File: config.mk
export PLATFORM = sky130hd
export DESIGN_NAME = fcs_top
export DESIGN_NICKNAME = d
export VERILOG_FILES = /design/src/fcs_pkg.sv /design/src/fcs_top.sv
export SDC_FILE = /design/constraint.sdc
export NUM_CORES = 1
export LEC_CHECK = 0
export ABC_CLOCK_PERIOD_IN_PS = 11300
export BUFFER_PORTS_ARGS = -buffer_cell sky130_fd_sc_hd__buf_4
export CAP_MARGIN = 30
export CORE_AREA = 2 2 148 150
export DETAILED_ROUTE_END_ITERATION = 16
export DIE_AREA = 0 0 150 152
export PLACE_DENSITY = 0.54
export SYNTH_ARGS = -nofsm -noshare
export SYNTH_HDL_FRONTEND = slang
export SYNTH_SLANG_ARGS = --single-unit
File: constraint.sdc
create_clock -name CLK_I -period 11.3 [get_ports CLK_I]
set_input_delay 1.695 -clock CLK_I [delete_from_list [all_inputs] [get_ports CLK_I]]
set_output_delay 1.695 -clock CLK_I [all_outputs]
set_load 0.01 [all_outputs]
File: src/fcs_pkg.sv
/*
 fcs_pkg: shared constants for the frequency counter scan/status block.
 Assumes a 32-bit AHB-Lite register bus and eight measurement channels.
*/
package fcs_pkg;
    localparam int          FCS_NCH             = 8;
    // register byte offsets (low address byte only)
    localparam logic [7:0]  FCS_OFF_CTRL        = 8'h00;
    localparam logic [7:0]  FCS_OFF_FLAGS       = 8'h04;
    localparam logic [7:0]  FCS_OFF_RANGE       = 8'h08;
    localparam logic [7:0]  FCS_OFF_RANGE_FLAGS = 8'h0C;
    localparam logic [7:0]  FCS_OFF_FITTED      = 8'h10;
    localparam logic [7:0]  FCS_OFF_IRQ_STAT    = 8'h14;
    localparam logic [7:0]  FCS_OFF_IRQ_MASK    = 8'h18;
    // field positions
    localparam int          FCS_CTRL_SCAN_BIT   = 0;
    localparam int          FCS_CTRL_TEST_LSB   = 1;
    localparam int          FCS_CTRL_SINGLE_BIT = 3;
    localparam int          FCS_FLAGS_STALE_LSB = 8;
    localparam int          FCS_RANGE_FIRST_LSB = 0;
    localparam int          FCS_RANGE_LAST_LSB  = 8;
    localparam int          FCS_RFLAG_CLR_BIT   = 0;
    // values after reset
    localparam logic [3:0]  FCS_RST_FIRST       = 4'h1;
    localparam logic [3:0]  FCS_RST_LAST        = 4'h8;
    localparam logic [7:0]  FCS_RST_MASK        = 8'h00;
    localparam logic [7:0]  FCS_FITTED_CHANNELS = 8'h08;
    // self-test selection
    typedef enum logic [1:0]
    {
        FCS_SELFTEST_OFF   = 2'h0,
        FCS_SELFTEST_LOGIC = 2'h1,
        FCS_SELFTEST_DIFF  = 2'h2
    } fcs_selftest_type;
endpackage

File: src/fcs_top.sv
/*
 fcs_top: scan control, self-test routing, stale/overflow flags and
 overflow interrupt of an eight-channel frequency counter.
 Assumes a single-master AHB-Lite bus on CLK_I and a measurement engine on
 the same clock giving one-cycle pulses per channel; front-end pins are async.
*/
// The register offsets and register access over AHB-Lite were decided locally.
// What this block does
// - software starts and stops continuous scanning
// - scan on/off state is readable
// - self-test replaces every channel's front-end input
// - self-test: off, logic-level path, differential path
// - selected self-test setting is readable
// - stale set on second read without news
// - overflow flag set on measurement overflow
// - flags readable over a channel range
// - range clear touches only channels inside range
// - fitted channel count is readable
// - interrupt mask bit n enables channel n+1
// - single scan clears counters, ends continuous scan
`timescale 1ns/1ps
module fcs_top
    import fcs_pkg::*;
(
    // clock and reset
    input  wire logic        CLK_I,
    input  wire logic        RESETN_I,
    // AHB-Lite slave
    input  wire logic        HSEL_I,
    input  wire logic [31:0] HADDR_I,
    input  wire logic [1:0]  HTRANS_I,
    input  wire logic        HWRITE_I,
    input  wire logic [2:0]  HSIZE_I,
    input  wire logic [31:0] HWDATA_I,
    input  wire logic        HREADY_I,
    output logic      [31:0] HRDATA_O,
    output logic             HREADYOUT_O,
    output logic             HRESP_O,
    // measurement engine
    input  wire logic [7:0]  MEAS_DONE_I,
    input  wire logic [7:0]  MEAS_OVF_I,
    input  wire logic [7:0]  RESULT_READ_I,
    input  wire logic [7:0]  CHAN_TYPE_DIFF_I,
    // front-end pins
    input  wire logic [7:0]  FRONT_SE_I,
    input  wire logic [7:0]  FRONT_DIFF_I,
    input  wire logic        TEST_SE_I,
    input  wire logic        TEST_DIFF_I,
    // control outputs
    output logic      [7:0]  CHAN_IN_O,
    output logic             SCAN_RUN_O,
    output logic             COUNTER_CLEAR_O,
    output logic      [1:0]  SELFTEST_MODE_O,
    output logic             IRQ_O
);

    logic             rst_s1;
    logic             rst_n;
    logic [17:0]      sync1;
    logic [17:0]      sync2;
    logic [17:0]      sync3;
    logic [17:0]      pin_q;
    logic [17:0]      next_pin_q;
    logic             wr_pend;
    logic [7:0]       wr_addr;
    logic             next_wr_pend;
    logic [7:0]       next_wr_addr;
    logic [31:0]      next_rdata;
    logic             continuous_scan_on;
    logic             next_scan;
    fcs_selftest_type mode;
    fcs_selftest_type next_mode;
    logic             next_clear;
    logic [3:0]       range_first_channel;
    logic [3:0]       range_last_channel;
    logic [3:0]       next_first;
    logic [3:0]       next_last;
    logic [7:0]       in_range;
    logic [7:0]       overflow_flag_vector;
    logic [7:0]       stale_flag_vector;
    logic [7:0]       read_once;
    logic [7:0]       next_ovf;
    logic [7:0]       next_stale;
    logic [7:0]       next_read_once;
    logic [7:0]       stale_set;
    logic [7:0]       range_clr;
    logic [7:0]       irq_stat;
    logic [7:0]       channel_select_mask;
    logic [7:0]       next_irq_stat;
    logic [7:0]       next_mask;
    logic             next_irq;
    logic [7:0]       next_chan_in;
    logic             addr_ok;
    logic             ctrl_wr;
    logic             single_req;
    logic [1:0]       wr_mode;

    // reset release through two flops, assertion stays asynchronous
    always_ff @(posedge CLK_I or negedge RESETN_I)
    begin
        if (!RESETN_I)
        begin
            rst_s1 <= 1'b0;
            rst_n  <= 1'b0;
        end
        else
        begin
            rst_s1 <= 1'b1;
            rst_n  <= rst_s1;
        end
    end

    // pin filter: a change is taken only once stages two and three agree
    always_comb
    begin
        next_pin_q = (pin_q & (sync2 ^ sync3)) | (sync2 & ~(sync2 ^ sync3));
    end

    always_ff @(posedge CLK_I or negedge rst_n)
    begin
        if (!rst_n)
        begin
            sync1 <= 18'h00000;
            sync2 <= 18'h00000;
            sync3 <= 18'h00000;
            pin_q <= 18'h00000;
        end
        else
        begin
            sync1 <= {TEST_DIFF_I, TEST_SE_I, FRONT_DIFF_I, FRONT_SE_I};
            sync2 <= sync1;
            sync3 <= sync2;
            pin_q <= next_pin_q;
        end
    end

    // channel range decode, channels numbered from one
    for (genvar k = 0; k < FCS_NCH; k++)
    begin : g_range
        assign in_range[k] = (4'(k + 1) >= range_first_channel) &&
                             (4'(k + 1) <= range_last_channel);
    end

    assign HREADYOUT_O = 1'b1;
    assign HRESP_O     = 1'b0;
    assign addr_ok     = HSEL_I && HTRANS_I[1] && HREADY_I;
    assign ctrl_wr     = wr_pend && (wr_addr == FCS_OFF_CTRL);
    assign single_req  = ctrl_wr && HWDATA_I[FCS_CTRL_SINGLE_BIT];
    assign wr_mode     = HWDATA_I[FCS_CTRL_TEST_LSB +: 2];
    assign stale_set   = RESULT_READ_I & read_once & ~MEAS_DONE_I;

    always_comb
    begin
        next_wr_pend = addr_ok && HWRITE_I;
        next_wr_addr = HADDR_I[7:0];
        next_scan    = continuous_scan_on;
        next_mode    = mode;
        next_clear   = 1'b0;
        next_first   = range_first_channel;
        next_last    = range_last_channel;
        next_mask    = channel_select_mask;
        range_clr    = 8'h00;
        next_irq_stat = irq_stat & ~((wr_pend && wr_addr == FCS_OFF_IRQ_STAT) ?
                                     HWDATA_I[7:0] : 8'h00);
        if (ctrl_wr)
        begin
            next_scan = HWDATA_I[FCS_CTRL_SCAN_BIT];
            // the fourth code is no setting, so the old one is kept
            if (wr_mode != 2'h3)
            begin
                next_mode = fcs_selftest_type'(wr_mode);
            end
        end
        if (single_req)
        begin
            next_clear = 1'b1;
            next_scan  = 1'b0;
        end
        if (wr_pend && wr_addr == FCS_OFF_RANGE)
        begin
            next_first = HWDATA_I[FCS_RANGE_FIRST_LSB +: 4];
            next_last  = HWDATA_I[FCS_RANGE_LAST_LSB +: 4];
        end
        if (wr_pend && wr_addr == FCS_OFF_RANGE_FLAGS && HWDATA_I[FCS_RFLAG_CLR_BIT])
        begin
            range_clr = in_range;
        end
        if (wr_pend && wr_addr == FCS_OFF_IRQ_MASK)
        begin
            next_mask = HWDATA_I[7:0];
        end
        next_read_once = (read_once & ~MEAS_DONE_I) | RESULT_READ_I;
        next_stale     = stale_set | (stale_flag_vector & ~range_clr);
        next_ovf       = MEAS_OVF_I | (overflow_flag_vector & ~range_clr);
        next_irq_stat  = next_irq_stat | MEAS_OVF_I;
        next_irq       = |(next_irq_stat & next_mask);
        for (int c = 0; c < FCS_NCH; c++)
        begin
            case (next_mode)
                FCS_SELFTEST_LOGIC: next_chan_in[c] = pin_q[16];
                FCS_SELFTEST_DIFF:  next_chan_in[c] = pin_q[17];
                default:            next_chan_in[c] = CHAN_TYPE_DIFF_I[c] ?
                                                      pin_q[8 + c] : pin_q[c];
            endcase
        end
        // reads see this cycle's write, except that range-flag reads still mask with the old range during a range write
        next_rdata = HRDATA_O;
        if (addr_ok && !HWRITE_I)
        begin
            case (HADDR_I[7:0])
                FCS_OFF_CTRL:        next_rdata = {29'h0, next_mode, next_scan};
                FCS_OFF_FLAGS:       next_rdata = {16'h0, next_stale, next_ovf};
                FCS_OFF_RANGE:       next_rdata = {20'h0, next_last, 4'h0, next_first};
                FCS_OFF_RANGE_FLAGS: next_rdata = {16'h0, next_stale & in_range,
                                                   next_ovf & in_range};
                FCS_OFF_FITTED:      next_rdata = {24'h0, FCS_FITTED_CHANNELS};
                FCS_OFF_IRQ_STAT:    next_rdata = {24'h0, next_irq_stat};
                FCS_OFF_IRQ_MASK:    next_rdata = {24'h0, next_mask};
                default:             next_rdata = 32'h00000000;
            endcase
        end
    end

    always_ff @(posedge CLK_I or negedge rst_n)
    begin
        if (!rst_n)
        begin
            wr_pend              <= 1'b0;
            wr_addr              <= 8'h00;
            HRDATA_O             <= 32'h00000000;
            continuous_scan_on   <= 1'b0;
            mode                 <= FCS_SELFTEST_OFF;
            COUNTER_CLEAR_O      <= 1'b0;
            range_first_channel  <= FCS_RST_FIRST;
            range_last_channel   <= FCS_RST_LAST;
            overflow_flag_vector <= 8'h00;
            stale_flag_vector    <= 8'h00;
            read_once            <= 8'h00;
            irq_stat             <= 8'h00;
            channel_select_mask  <= FCS_RST_MASK;
            IRQ_O                <= 1'b0;
            CHAN_IN_O            <= 8'h00;
        end
        else
        begin
            wr_pend              <= next_wr_pend;
            wr_addr              <= next_wr_addr;
            HRDATA_O             <= next_rdata;
            continuous_scan_on   <= next_scan;
            mode                 <= next_mode;
            COUNTER_CLEAR_O      <= next_clear;
            range_first_channel  <= next_first;
            range_last_channel   <= next_last;
            overflow_flag_vector <= next_ovf;
            stale_flag_vector    <= next_stale;
            read_once            <= next_read_once;
            irq_stat             <= next_irq_stat;
            channel_select_mask  <= next_mask;
            IRQ_O                <= next_irq;
            CHAN_IN_O            <= next_chan_in;
        end
    end

    assign SCAN_RUN_O      = continuous_scan_on;
    assign SELFTEST_MODE_O = mode;
endmodule

# == Yosys cells after proc, flatten, opt, wreduce, memory -nomap -nowiden ==
# Cells that the tools add are included.
# word_totals
out_inout_bits,47
regBits,176
word_cells,121
inputBits,124
# classes
bitwise_logic,21
n_reduce_logical,23
magnitude_cmp,16
eq_ne,13
muxes,27
# op_table
cell,count
one-hot mux 16 bit (7 select lines),1
AND 8 bit,9
equality test 8 x 5 -> 1 bit (second input constant),5
AND 18 bit,2
equality test 8 x 4 -> 1 bit (second input constant),4
bitwise OR 8 bit,4
2-to-1 mux 8 bit,3
inverter 8 bit,3
logical AND 1 bit,19
inverter 18 bit,1
bitwise OR 18 bit,1
XOR 18 bit,1
greater-or-equal comparator 3 x 4 -> 1 bit (first input constant),4
<= comparator 3 x 4 -> 1 bit (first input constant),4
logical NOT 8 bit,2
one-hot mux 1 bit (2 select lines),8
2-to-1 mux 1 bit,11
equality test 8 x 3 -> 1 bit (second input constant),1
greater-or-equal comparator 2 x 4 -> 1 bit (first input constant),2
<= comparator 2 x 4 -> 1 bit (first input constant),2
2-to-1 mux 4 bit,2
OR reduction 8 bit,1
greater-or-equal comparator 1 x 4 -> 1 bit (first input constant),1
greater-or-equal comparator 4 bit (first input constant),1
other kinds (7),8

# == Logic depth before layout (Yosys ltp) ==
# Gate-level depths: netlist (run 1).
# logic_depth
ltp_word,9
depth_mapped,10

# == Least setup slack after synthesis (run 1) ==
# Ideal clock, no wire load.
# synth_timing
kind,input-to-reg
start,input port HADDR_I[0]
end,register HRDATA_O[3]
stages,7
slack_ns,7.796
arrival_time_ns,3.426
setup_time_ns,0.078
cell_sequence,or4_1 buf_2 or4b_1 clkbuf_2 a211oi_1 a222oi_1 a21oi_1
# synth_via
elab_chain_cells,2
elab_cells_between_ends,8
cone_classes,6 x eq/ne; 1 x mux; 1 x reduce/logical
# synth_rtl
element,line_no,text
from (decl),fcs_top.sv:30,"input wire logic [31:0] HADDR_I,"
equality test 8 x 5 -> 1 bit (tied with other cells),fcs_top.sv:210,case (HADDR_I[7:0])
one-hot mux 16 bit (7 select lines) (*),fcs_top.sv:210,
to (signal assigned),fcs_top.sv:248,HRDATA_O <= next_rdata;
to (decl),fcs_top.sv:36,"output logic [31:0] HRDATA_O,"
# Every way passes the cells marked *; elsewhere a longest branch is shown, timed or not.
# A chain may end at the register's enable or synchronous reset.

# == Final worst setup path (run 1) ==
# Same ends and word-level chain as after synthesis.

==> impl_metrics.ini, run 1 <==
[min_path]
hold_class = flip-flop to async pin

[place]
gp_congestion = 0.815
io_buffers = 104
place_hpwl_um = 10900

[synthesis]
synth-edff-count = 0
synth_mux_area_share_pct = 4.05
yosys_most_used_dff = dfrtp_1
synth_cell_type_count = 62
yosys.area.top_type = dfrtp_1
synth-xor-area-share_pct = 0
synth_top_family_by_area = compound AO/OA/AOI/OAI gates
synth-adder-area-share_pct = 3.26
syn_inst = 489
synthTopCellsByArea = dfrtp_1 63%, mux2_2 3.6%, maj3_1 2.9%, buf_4 2.4%, a21o_1 1.9%
syn_avg_cell_area_um2 = 12.9
synthArstFlopShare_pct = 100
synth_compound_area_share_pct = 13.2
yosys.area_share.simple_pct = 11.5
yosysTopAreaCellShare_pct = 62.8
syn_area_mm2 = 0.00630
yosysSeqAreaShare_pct = 63.6
ys_seq_elements = 160
synth_warnings = 0

[clocking]
postCtsHoldBufs = 0
root_buffer = clkbuf_16
path_clk_slew_ns = 0.07
cts_setup_buffers = 0
post_cts_resize_count = 0
cts_tree = built
cts_buffers = 17
clk_latency_ns = 0.43
cts_max_path_buffers = 2
numClockSinks = 160
htree_num_levels = 4

[timing]
maxSlewViolCount = 0
fin_setup_tns_ns = 0
period_minus_slack_ns = 3.60
setup_viol = 0
finalHoldViolCount = 0
worst_pin_slew_ns = 0.994
period_share_pct = 31.8
clock_skew_ns = 0.0116
fmax_mhz = 278
slew_headroom_pct = 33.3
rsz0062_at_grt = false
whs_ns = 0.141

[floorplanning]
dieHeight_um = 152
dieArea_mm2 = 0.0228
start_util_pct = 29.5
io_pins = 171
core-area_mm2 = 0.0214
fp-row-count = 54
dieWidth_um = 150

[drt]
postRouteWirelength_um = 15300
drc_errors = 0
drt.antenna.violating_nets = 0
first_pass_iters = 5
routedWlPerCell_um = 17.0
first_iter_violations = 334
routed_via_density = 4.79
vias = 4296

[global_routing]
overflow = 0
grt_use_total_pct = 14.0
grt_pass1_wl_um = 24400
antenna_found_initial = 0
grt_max_degree = 82
grt_pass1_vias = 4457

[power]
total_power_w = 0.00129
powerDensity_mw_per_mm2 = 162
leakage_nw = 3.48
vdd_drop_max_v = 0.000111

[setup_path]
crit_path_max_fanout = 9
start_kind = input pin
endpoint_kind = flip-flop
cp.arrival_ns = 3.95
required_ns = 11.65
path_class = input pin to flip-flop

[final_layout]
drive_gt1_share_pct = 30.4
area_growth_pct = 27.1
antenna-diode-count = 0
layout.cells.most_common = dfrtp_1
fin_nets = 729
layout_common_cells = 157 x dfrtp_1, 109 x buf_4, 20 x nor2_1, 20 x nand2_1, 20 x mux2_2

[job]
cap_violations = 0

[status]
outcome = completed
-- metal layers --
layer  routed length, um  GRT usage [%]  up-vias  share of wire (%)
li1                    -              -     1980                  -
met1                6920           19.2     2148                 45
met2                6890           20.4      150                 45
met3                1180           5.26       18                7.7
met4                 276           4.94        0                1.8
met5                   0              0        -                  0
-- layout make-up --
type	count	area [um2]
Clock buffer	17	425
Clock inverter	15	191
Tap cell	280	350
Inverter	18	67.6
Multi-Input combinational cell	295	2080
Timing Repair Buffer	111	873
Sequential cell	160	4010
Fill cell	2108	13300
-- cells in the mapped netlist, types with 3 or more instances --
master	n
o31ai_1	4
o21ai_0	12
nor2_1	20
nand3_1	11
o21ba_2	5
dfrtp_1	158
nor2b_1	8
nand4b_1	8
a211oi_1	3
nand4_1	3
a21o_1	16
a21boi_0	7
nor3_1	6
or4_1	3
nand2_1	20
or3_1	3
a222oi_1	3
nor4b_1	5
a22oi_1	4
a21oi_1	16
maj3_1	18
o22a_1	5
and2_1	5
and3_1	5
nor4_1	6
buf_4	20
or2_2	11
a31oi_1	3
mux2i_1	3
mux2_2	20
inv_1	18
clkbuf_1	10
a22o_1	3
a32o_1	7
-- power breakdown --
part            total, W  leakage [nW]  internal (W)  switching (W)
Clock           0.000587         0.297      0.000319       0.000268
Sequential      0.000616          1.83      0.000601      0.0000148
Combinational  0.0000913          1.35     0.0000458      0.0000455
Total            0.00129          3.48      0.000966       0.000329
-- cell families after synthesis --
kind of cell	count (synthesis)
mux	23
other cells	2
fa+ha+maj	20
compound gates	111
flops	160
buf+inv	51
simple gates	122
-- worst max-delay path, stage by stage --
cell	delay, ns
buf_4	0.12
or4_1	0.68
or4b_1	0.77
a211oi_1	0.35
a222oi_1	0.13
a21oi_1	0.20
-- path summary, 6_finish.rpt --
kind,from,slack [ns],end,cells after the start
max,HADDR_I[0],7.70,HRDATA_O[3],6
min,rst_n,0.14,sync1[11],0
max reg2reg,wr_addr[5],7.94,CHAN_IN_O[5],6
min reg2reg,rst_n,0.14,sync1[11],0
max in group asynchronous,rst_n,9.76,range_first_channel[0],3
min in group CLK_I,sync1[5],0.35,sync2[5],0
-- metrics by stage --
step	cells	utilization, %	worst slack (ns)	cell area [um2]
after global placement	862	34.3	7.29	7330
after detailed placement	863	34.5	7.29	7360
after global routing	896	37.5	7.63	8000
final	896	37.5	7.70	8000
after CTS	895	37.4	7.74	7980
after floorplan	506	-	6.52	6360
(Power assumes the default switching activity.)
==> run 2: changes to the inputs <==
ABC_CLOCK_PERIOD_IN_PS = 2900   (was 11300)
PLACE_DENSITY = 0.56   (was 0.54)
clock period = 2.9 ns   (was 11.3 ns; I/O delays follow)
==> run 2 against run 1 <==
Effect of this change: design area increased by 0.70%; via count is 2.4% higher; routed wire length rose by 2.6%; combinational power increased to 3.9 times the previous value; non-clock buffer count grew 13; first-iteration DRC count down 17%; sequential cell count stayed put; clock skew up 0.0012 ns; sequential share of layout area shrank 0.35 points; die area did not move; clock-buffer cell count increased by 1.
==> impl_metrics.ini, run 2 (synthesis gave the netlist of run 1 again) <==
[status]
outcome = completed

[clocking]
cts_tree = built
root_buffer = clkbuf_16
path_clk_slew_ns = 0.07
numClockSinks = 160
clk_latency_ns = 0.43
cts_max_path_buffers = 2
cts_setup_buffers = 0
cts_buffers = 17
htree_num_levels = 4

[final_layout]
layout_common_cells = 157 x dfrtp_1, 122 x buf_4, 20 x nand2_1, 20 x mux2_2
layout.cells.most_common = dfrtp_1
drive_gt1_share_pct = 31.8
fin_nets = 742
antenna-diode-count = 0
instances_no_fill = 909
fin_area_mm2 = 0.00806
area_growth_pct = 28.0
n_fill_cell = 2099

[min_path]
hold_class = input pin to flip-flop

[power]
powerDensity_mw_per_mm2 = 618
vdd_drop_max_v = 0.000344
total_power_w = 0.00498
leakage_nw = 3.53

[timing]
fmax_mhz = 379
worst_pin_slew_ns = 0.837
period_share_pct = 90.9
rsz0062_at_grt = false
clock_skew_ns = 0.0128
finalHoldViolCount = 0
period_minus_slack_ns = 2.64
maxSlewViolCount = 0
fin_ws_ns = 0.263
fin_setup_tns_ns = 0
slew_headroom_pct = 42.8
setup_viol = 0

[setup_path]
endpoint_kind = flip-flop
required_ns = 3.19
path_class = flip-flop to flip-flop
start_kind = flip-flop
crit_path_max_fanout = 11
cp.arrival_ns = 2.93

[global_routing]
grt_pass1_wl_um = 25000
overflow = 0
grt_max_degree = 53
grt_use_total_pct = 14.3
antenna_found_initial = 0
grt_pass1_vias = 4551

[place]
placedInstanceArea_mm2 = 0.00745
gp_congestion = 0.827
place_hpwl_um = 11300
dp_worst_setup_slack_ns = 0.0593
dp.cells = 876
io_buffers = 104

[floorplanning]
core-area_mm2 = 0.0214
dieArea_mm2 = 0.0228
dieHeight_um = 152
io_pins = 171
dieWidth_um = 150
fp-row-count = 54
start_util_pct = 29.5

[drt]
routedWlPerCell_um = 17.2
drc_errors = 0
routed_via_density = 4.84
postRouteWirelength_um = 15700
first_pass_iters = 5
drt.antenna.violating_nets = 0
vias = 4397
first_iter_violations = 277

[job]
cap_violations = 0
run 2: cell count changes in the layout (fill, tap and decap cells not counted), sizes merged:
| cell | delta |
|---|---|
| bufinv | -1 |
| buf | +12 |
| inv | +1 |
| clkbuf | +1 |
| dlygate4sd3 | +1 |
| clkinv | -1 |
run 2: area by class of cell:
cell class	count	area [um2]	area share [%]
flip-flops and latches	160	4010	49.8
multi-input cells	295	2090	25.9
repair buffers	124	946	11.7
clock buffers	18	439	5.45
well taps	280	350	4.35
clock inverters	14	159	1.97
inverters	18	67.6	0.838
run 2: through the flow:
step / util, % / hold slack, ns
finish: 37.7 / 0.108
global route: 37.7 / 0.0814
CTS: 37.7 / 0.0862
detailed placement: 34.9 / 0.219
global placement: 34.9 / 0.217
floorplan: - / 0.139
run 2: path summary, 6_finish.rpt:
check / start / endpoint / slack (ns) / cells after the start
worst max-delay path: wr_addr[2] / HRDATA_O[1] / 0.26 / 6
worst min-delay path: TEST_SE_I / sync1[16] / 0.11 / 1
worst max register to register: wr_addr[2] / HRDATA_O[1] / 0.26 / 6
worst min register to register: rst_n / CHAN_IN_O[3] / 0.34 / 0
max in group asynchronous: rst_n / range_last_channel[3] / 1.64 / 1
min in group asynchronous: RESETN_I / rst_n / 0.32 / 2
run 2: critical path, cell delays in order, from the launching register on:
cell      delay [ns]
dfrtp_1         0.37
buf_4           0.19
or4b_2          0.77
nor3_4          0.36
mux2_2          0.40
a221oi_1        0.28
a31oi_1         0.13
run 2: report_power, final:
group          total (W)  internal, W  leakage [nW]  switching [W]
sequential       0.00241      0.00234          1.83      0.0000658
clock            0.00222      0.00118         0.289        0.00104
combinational   0.000353     0.000179          1.41       0.000174
total            0.00498      0.00370          3.53        0.00128
run 2: layer usage:
| layer | vias up | GRT usage [%] | part of all wire (%) | wire length [um] |
|---|---|---|---|---|
| li1 | 2004 | - | - | - |
| met1 | 2200 | 20.3 | 45 | 7050 |
| met2 | 166 | 20.9 | 45 | 7100 |
| met3 | 27 | 3.63 | 7.4 | 1150 |
| met4 | 0 | 5.75 | 2.3 | 356 |
| met5 | - | 0 | 0 | 0 |
run 2: timing repair:
item                       in CTS  in global routing
hold endpoints to repair        2                  0
resized for setup               0                  1
hold buffers                    1                  0
setup endpoints to repair       0                  8
==> run 3: changes to the inputs <==
ABC_CLOCK_PERIOD_IN_PS = 3300   (was 2900)
PLACE_DENSITY = 0.54   (was 0.56)
clock period = 3.3 ns   (was 2.9 ns; I/O delays follow)
==> run 3 against run 2 <==
Effect of this change: combinational power fell by 14%; sequential share of layout area rose by 0.23 points; global-route usage fell by 0.19 points; setup slack improved by 0.15 ns; fmax fell by 8.8%; cell count fell by 0.66%; clock skew barely moved; sequential cell count did not move; via count fell by 2.3%; critical endpoint is now CHAN_IN_O[5]; largest cell class unchanged.
==> impl_metrics.ini, run 3 (synthesis gave the netlist of run 1 again) <==
[global_routing]
grt_use_total_pct = 14.1
antenna_found_initial = 0
grt_max_degree = 68
overflow = 0
grt_pass1_wl_um = 24400
grt_pass1_vias = 4448

[drt]
routedWlPerCell_um = 16.9
drt.antenna.violating_nets = 0
first_iter_violations = 272
routed_via_density = 4.76
drc_errors = 0
vias = 4295
first_pass_iters = 4
postRouteWirelength_um = 15300

[job]
cap_violations = 0

[clocking]
cts_tree = built
root_buffer = clkbuf_16
cts_buffers = 17
postCtsHoldBufs = 1
htree_num_levels = 4
clk_latency_ns = 0.43
cts_setup_buffers = 0
post_cts_resize_count = 0
numClockSinks = 160
cts_max_path_buffers = 2
path_clk_slew_ns = 0.07

[power]
total_power_w = 0.00437
leakage_nw = 3.51
powerDensity_mw_per_mm2 = 544
vdd_drop_max_v = 0.000322

[timing]
clock_skew_ns = 0.0131
finalHoldViolCount = 0
fin_setup_tns_ns = 0
fmax_mhz = 346
period_minus_slack_ns = 2.89
worst_pin_slew_ns = 0.873
rsz0062_at_grt = false
fin_ws_ns = 0.408
maxSlewViolCount = 0
setup_viol = 0
slew_headroom_pct = 41.4
period_share_pct = 87.6

[setup_path]
crit_cells = 6
rrSetupSlack_ns = 0.41
reg2reg_from = wr_addr[3]
cp_top_family = simple AND/OR/NAND/NOR gates
required_ns = 3.66
cp.arrival_ns = 3.26
endpoint_kind = flip-flop
worstPathCellList = or4_1 > or3_1 > o22a_1 > ha_1 > nor2_1 > a21o_1
cp_slowest_stage_delay_ns = 0.63
start_kind = flip-flop
path_class = flip-flop to flip-flop
cp_slowest_cell = nor2_1
crit_path_max_fanout = 8
rr_endpoint = CHAN_IN_O[5]
r2r_cells = 6
critPathBufInv = 0

[floorplanning]
start_util_pct = 29.5
core-area_mm2 = 0.0214
io_pins = 171
fp-row-count = 54
dieWidth_um = 150
dieArea_mm2 = 0.0228
dieHeight_um = 152

[final_layout]
layout_common_cells = 157 x dfrtp_1, 115 x buf_4, 20 x nor2_1, 20 x nand2_1, 20 x mux2_2
fin_nets = 736
antenna-diode-count = 0
area_growth_pct = 27.4
instances_no_fill = 903
layout.cells.most_common = dfrtp_1
drive_gt1_share_pct = 31.0

[place]
io_buffers = 104
place_hpwl_um = 11100
dp.cells = 870
dp_worst_setup_slack_ns = 0.387
gp_congestion = 0.840

[min_path]
min-delay-start = FRONT_DIFF_I[3]
holdPathStages = 1
hold_class = input pin to flip-flop
min_to = sync1[11]

[status]
outcome = completed
[run 3: worst register-to-register path: cells and delay by family, from the launching register on]
kind | cells | cell delay (ns)
flip-flops | 1 | 0.41
adder cells (fa/ha/maj) | 1 | 0.32
AO/OA/AOI/OAI | 2 | 0.45
AND/OR/NAND/NOR | 3 | 1.66
[run 3: area by class of cell]
| cell class | instances | area (um2) |
|---|---|---|
| inverter | 18 | 67.6 |
| sequential | 160 | 4010 |
| clock buffer | 18 | 439 |
| timing repair buffer | 118 | 913 |
| fill | 2106 | 13300 |
| tap | 280 | 350 |
| clock inverter | 14 | 158 |
| multi-input combinational | 295 | 2080 |
[run 3: power breakdown]
group          internal [W]  switching [W]
sequential          0.00206      0.0000583
clock               0.00104       0.000909
combinational      0.000157       0.000148
[run 3: per-layer routing]
| metal | track usage, % | vias to the layer above | wire [um] | share of wire (%) |
|---|---|---|---|---|
| met1 | 19.2 | 2143 | 7030 | 46 |
| met2 | 20.8 | 141 | 6900 | 45 |
| met4 | 4.63 | 0 | 231 | 1.5 |
| met3 | 5.26 | 21 | 1120 | 7.3 |
| li1 | - | 1990 | - | - |
| met5 | 0 | - | 0 | 0 |
[run 3: metrics by stage]
| stage | area, um2 | util (%) | hold slack, ns |
|---|---|---|---|
| after global placement | 7420 | 34.7 | 0.278 |
| after CTS | 8020 | 37.6 | 0.145 |
| after detailed placement | 7420 | 34.7 | 0.279 |
| after global routing | 8020 | 37.6 | 0.138 |
| final | 8020 | 37.6 | 0.167 |
| after floorplan | 6360 | - | 0.199 |
[run 3: worst max-delay path by stage]
stage                    start      endpoint  slack, ns
CTS                 wr_addr[3]  CHAN_IN_O[7]       0.37
global route        wr_addr[3]  CHAN_IN_O[6]       0.26
detailed placement  wr_addr[3]  CHAN_IN_O[0]       0.39
floorplan           wr_addr[5]  CHAN_IN_O[0]       0.58
finish              wr_addr[3]  CHAN_IN_O[5]       0.41
global placement    wr_addr[3]  CHAN_IN_O[2]       0.43
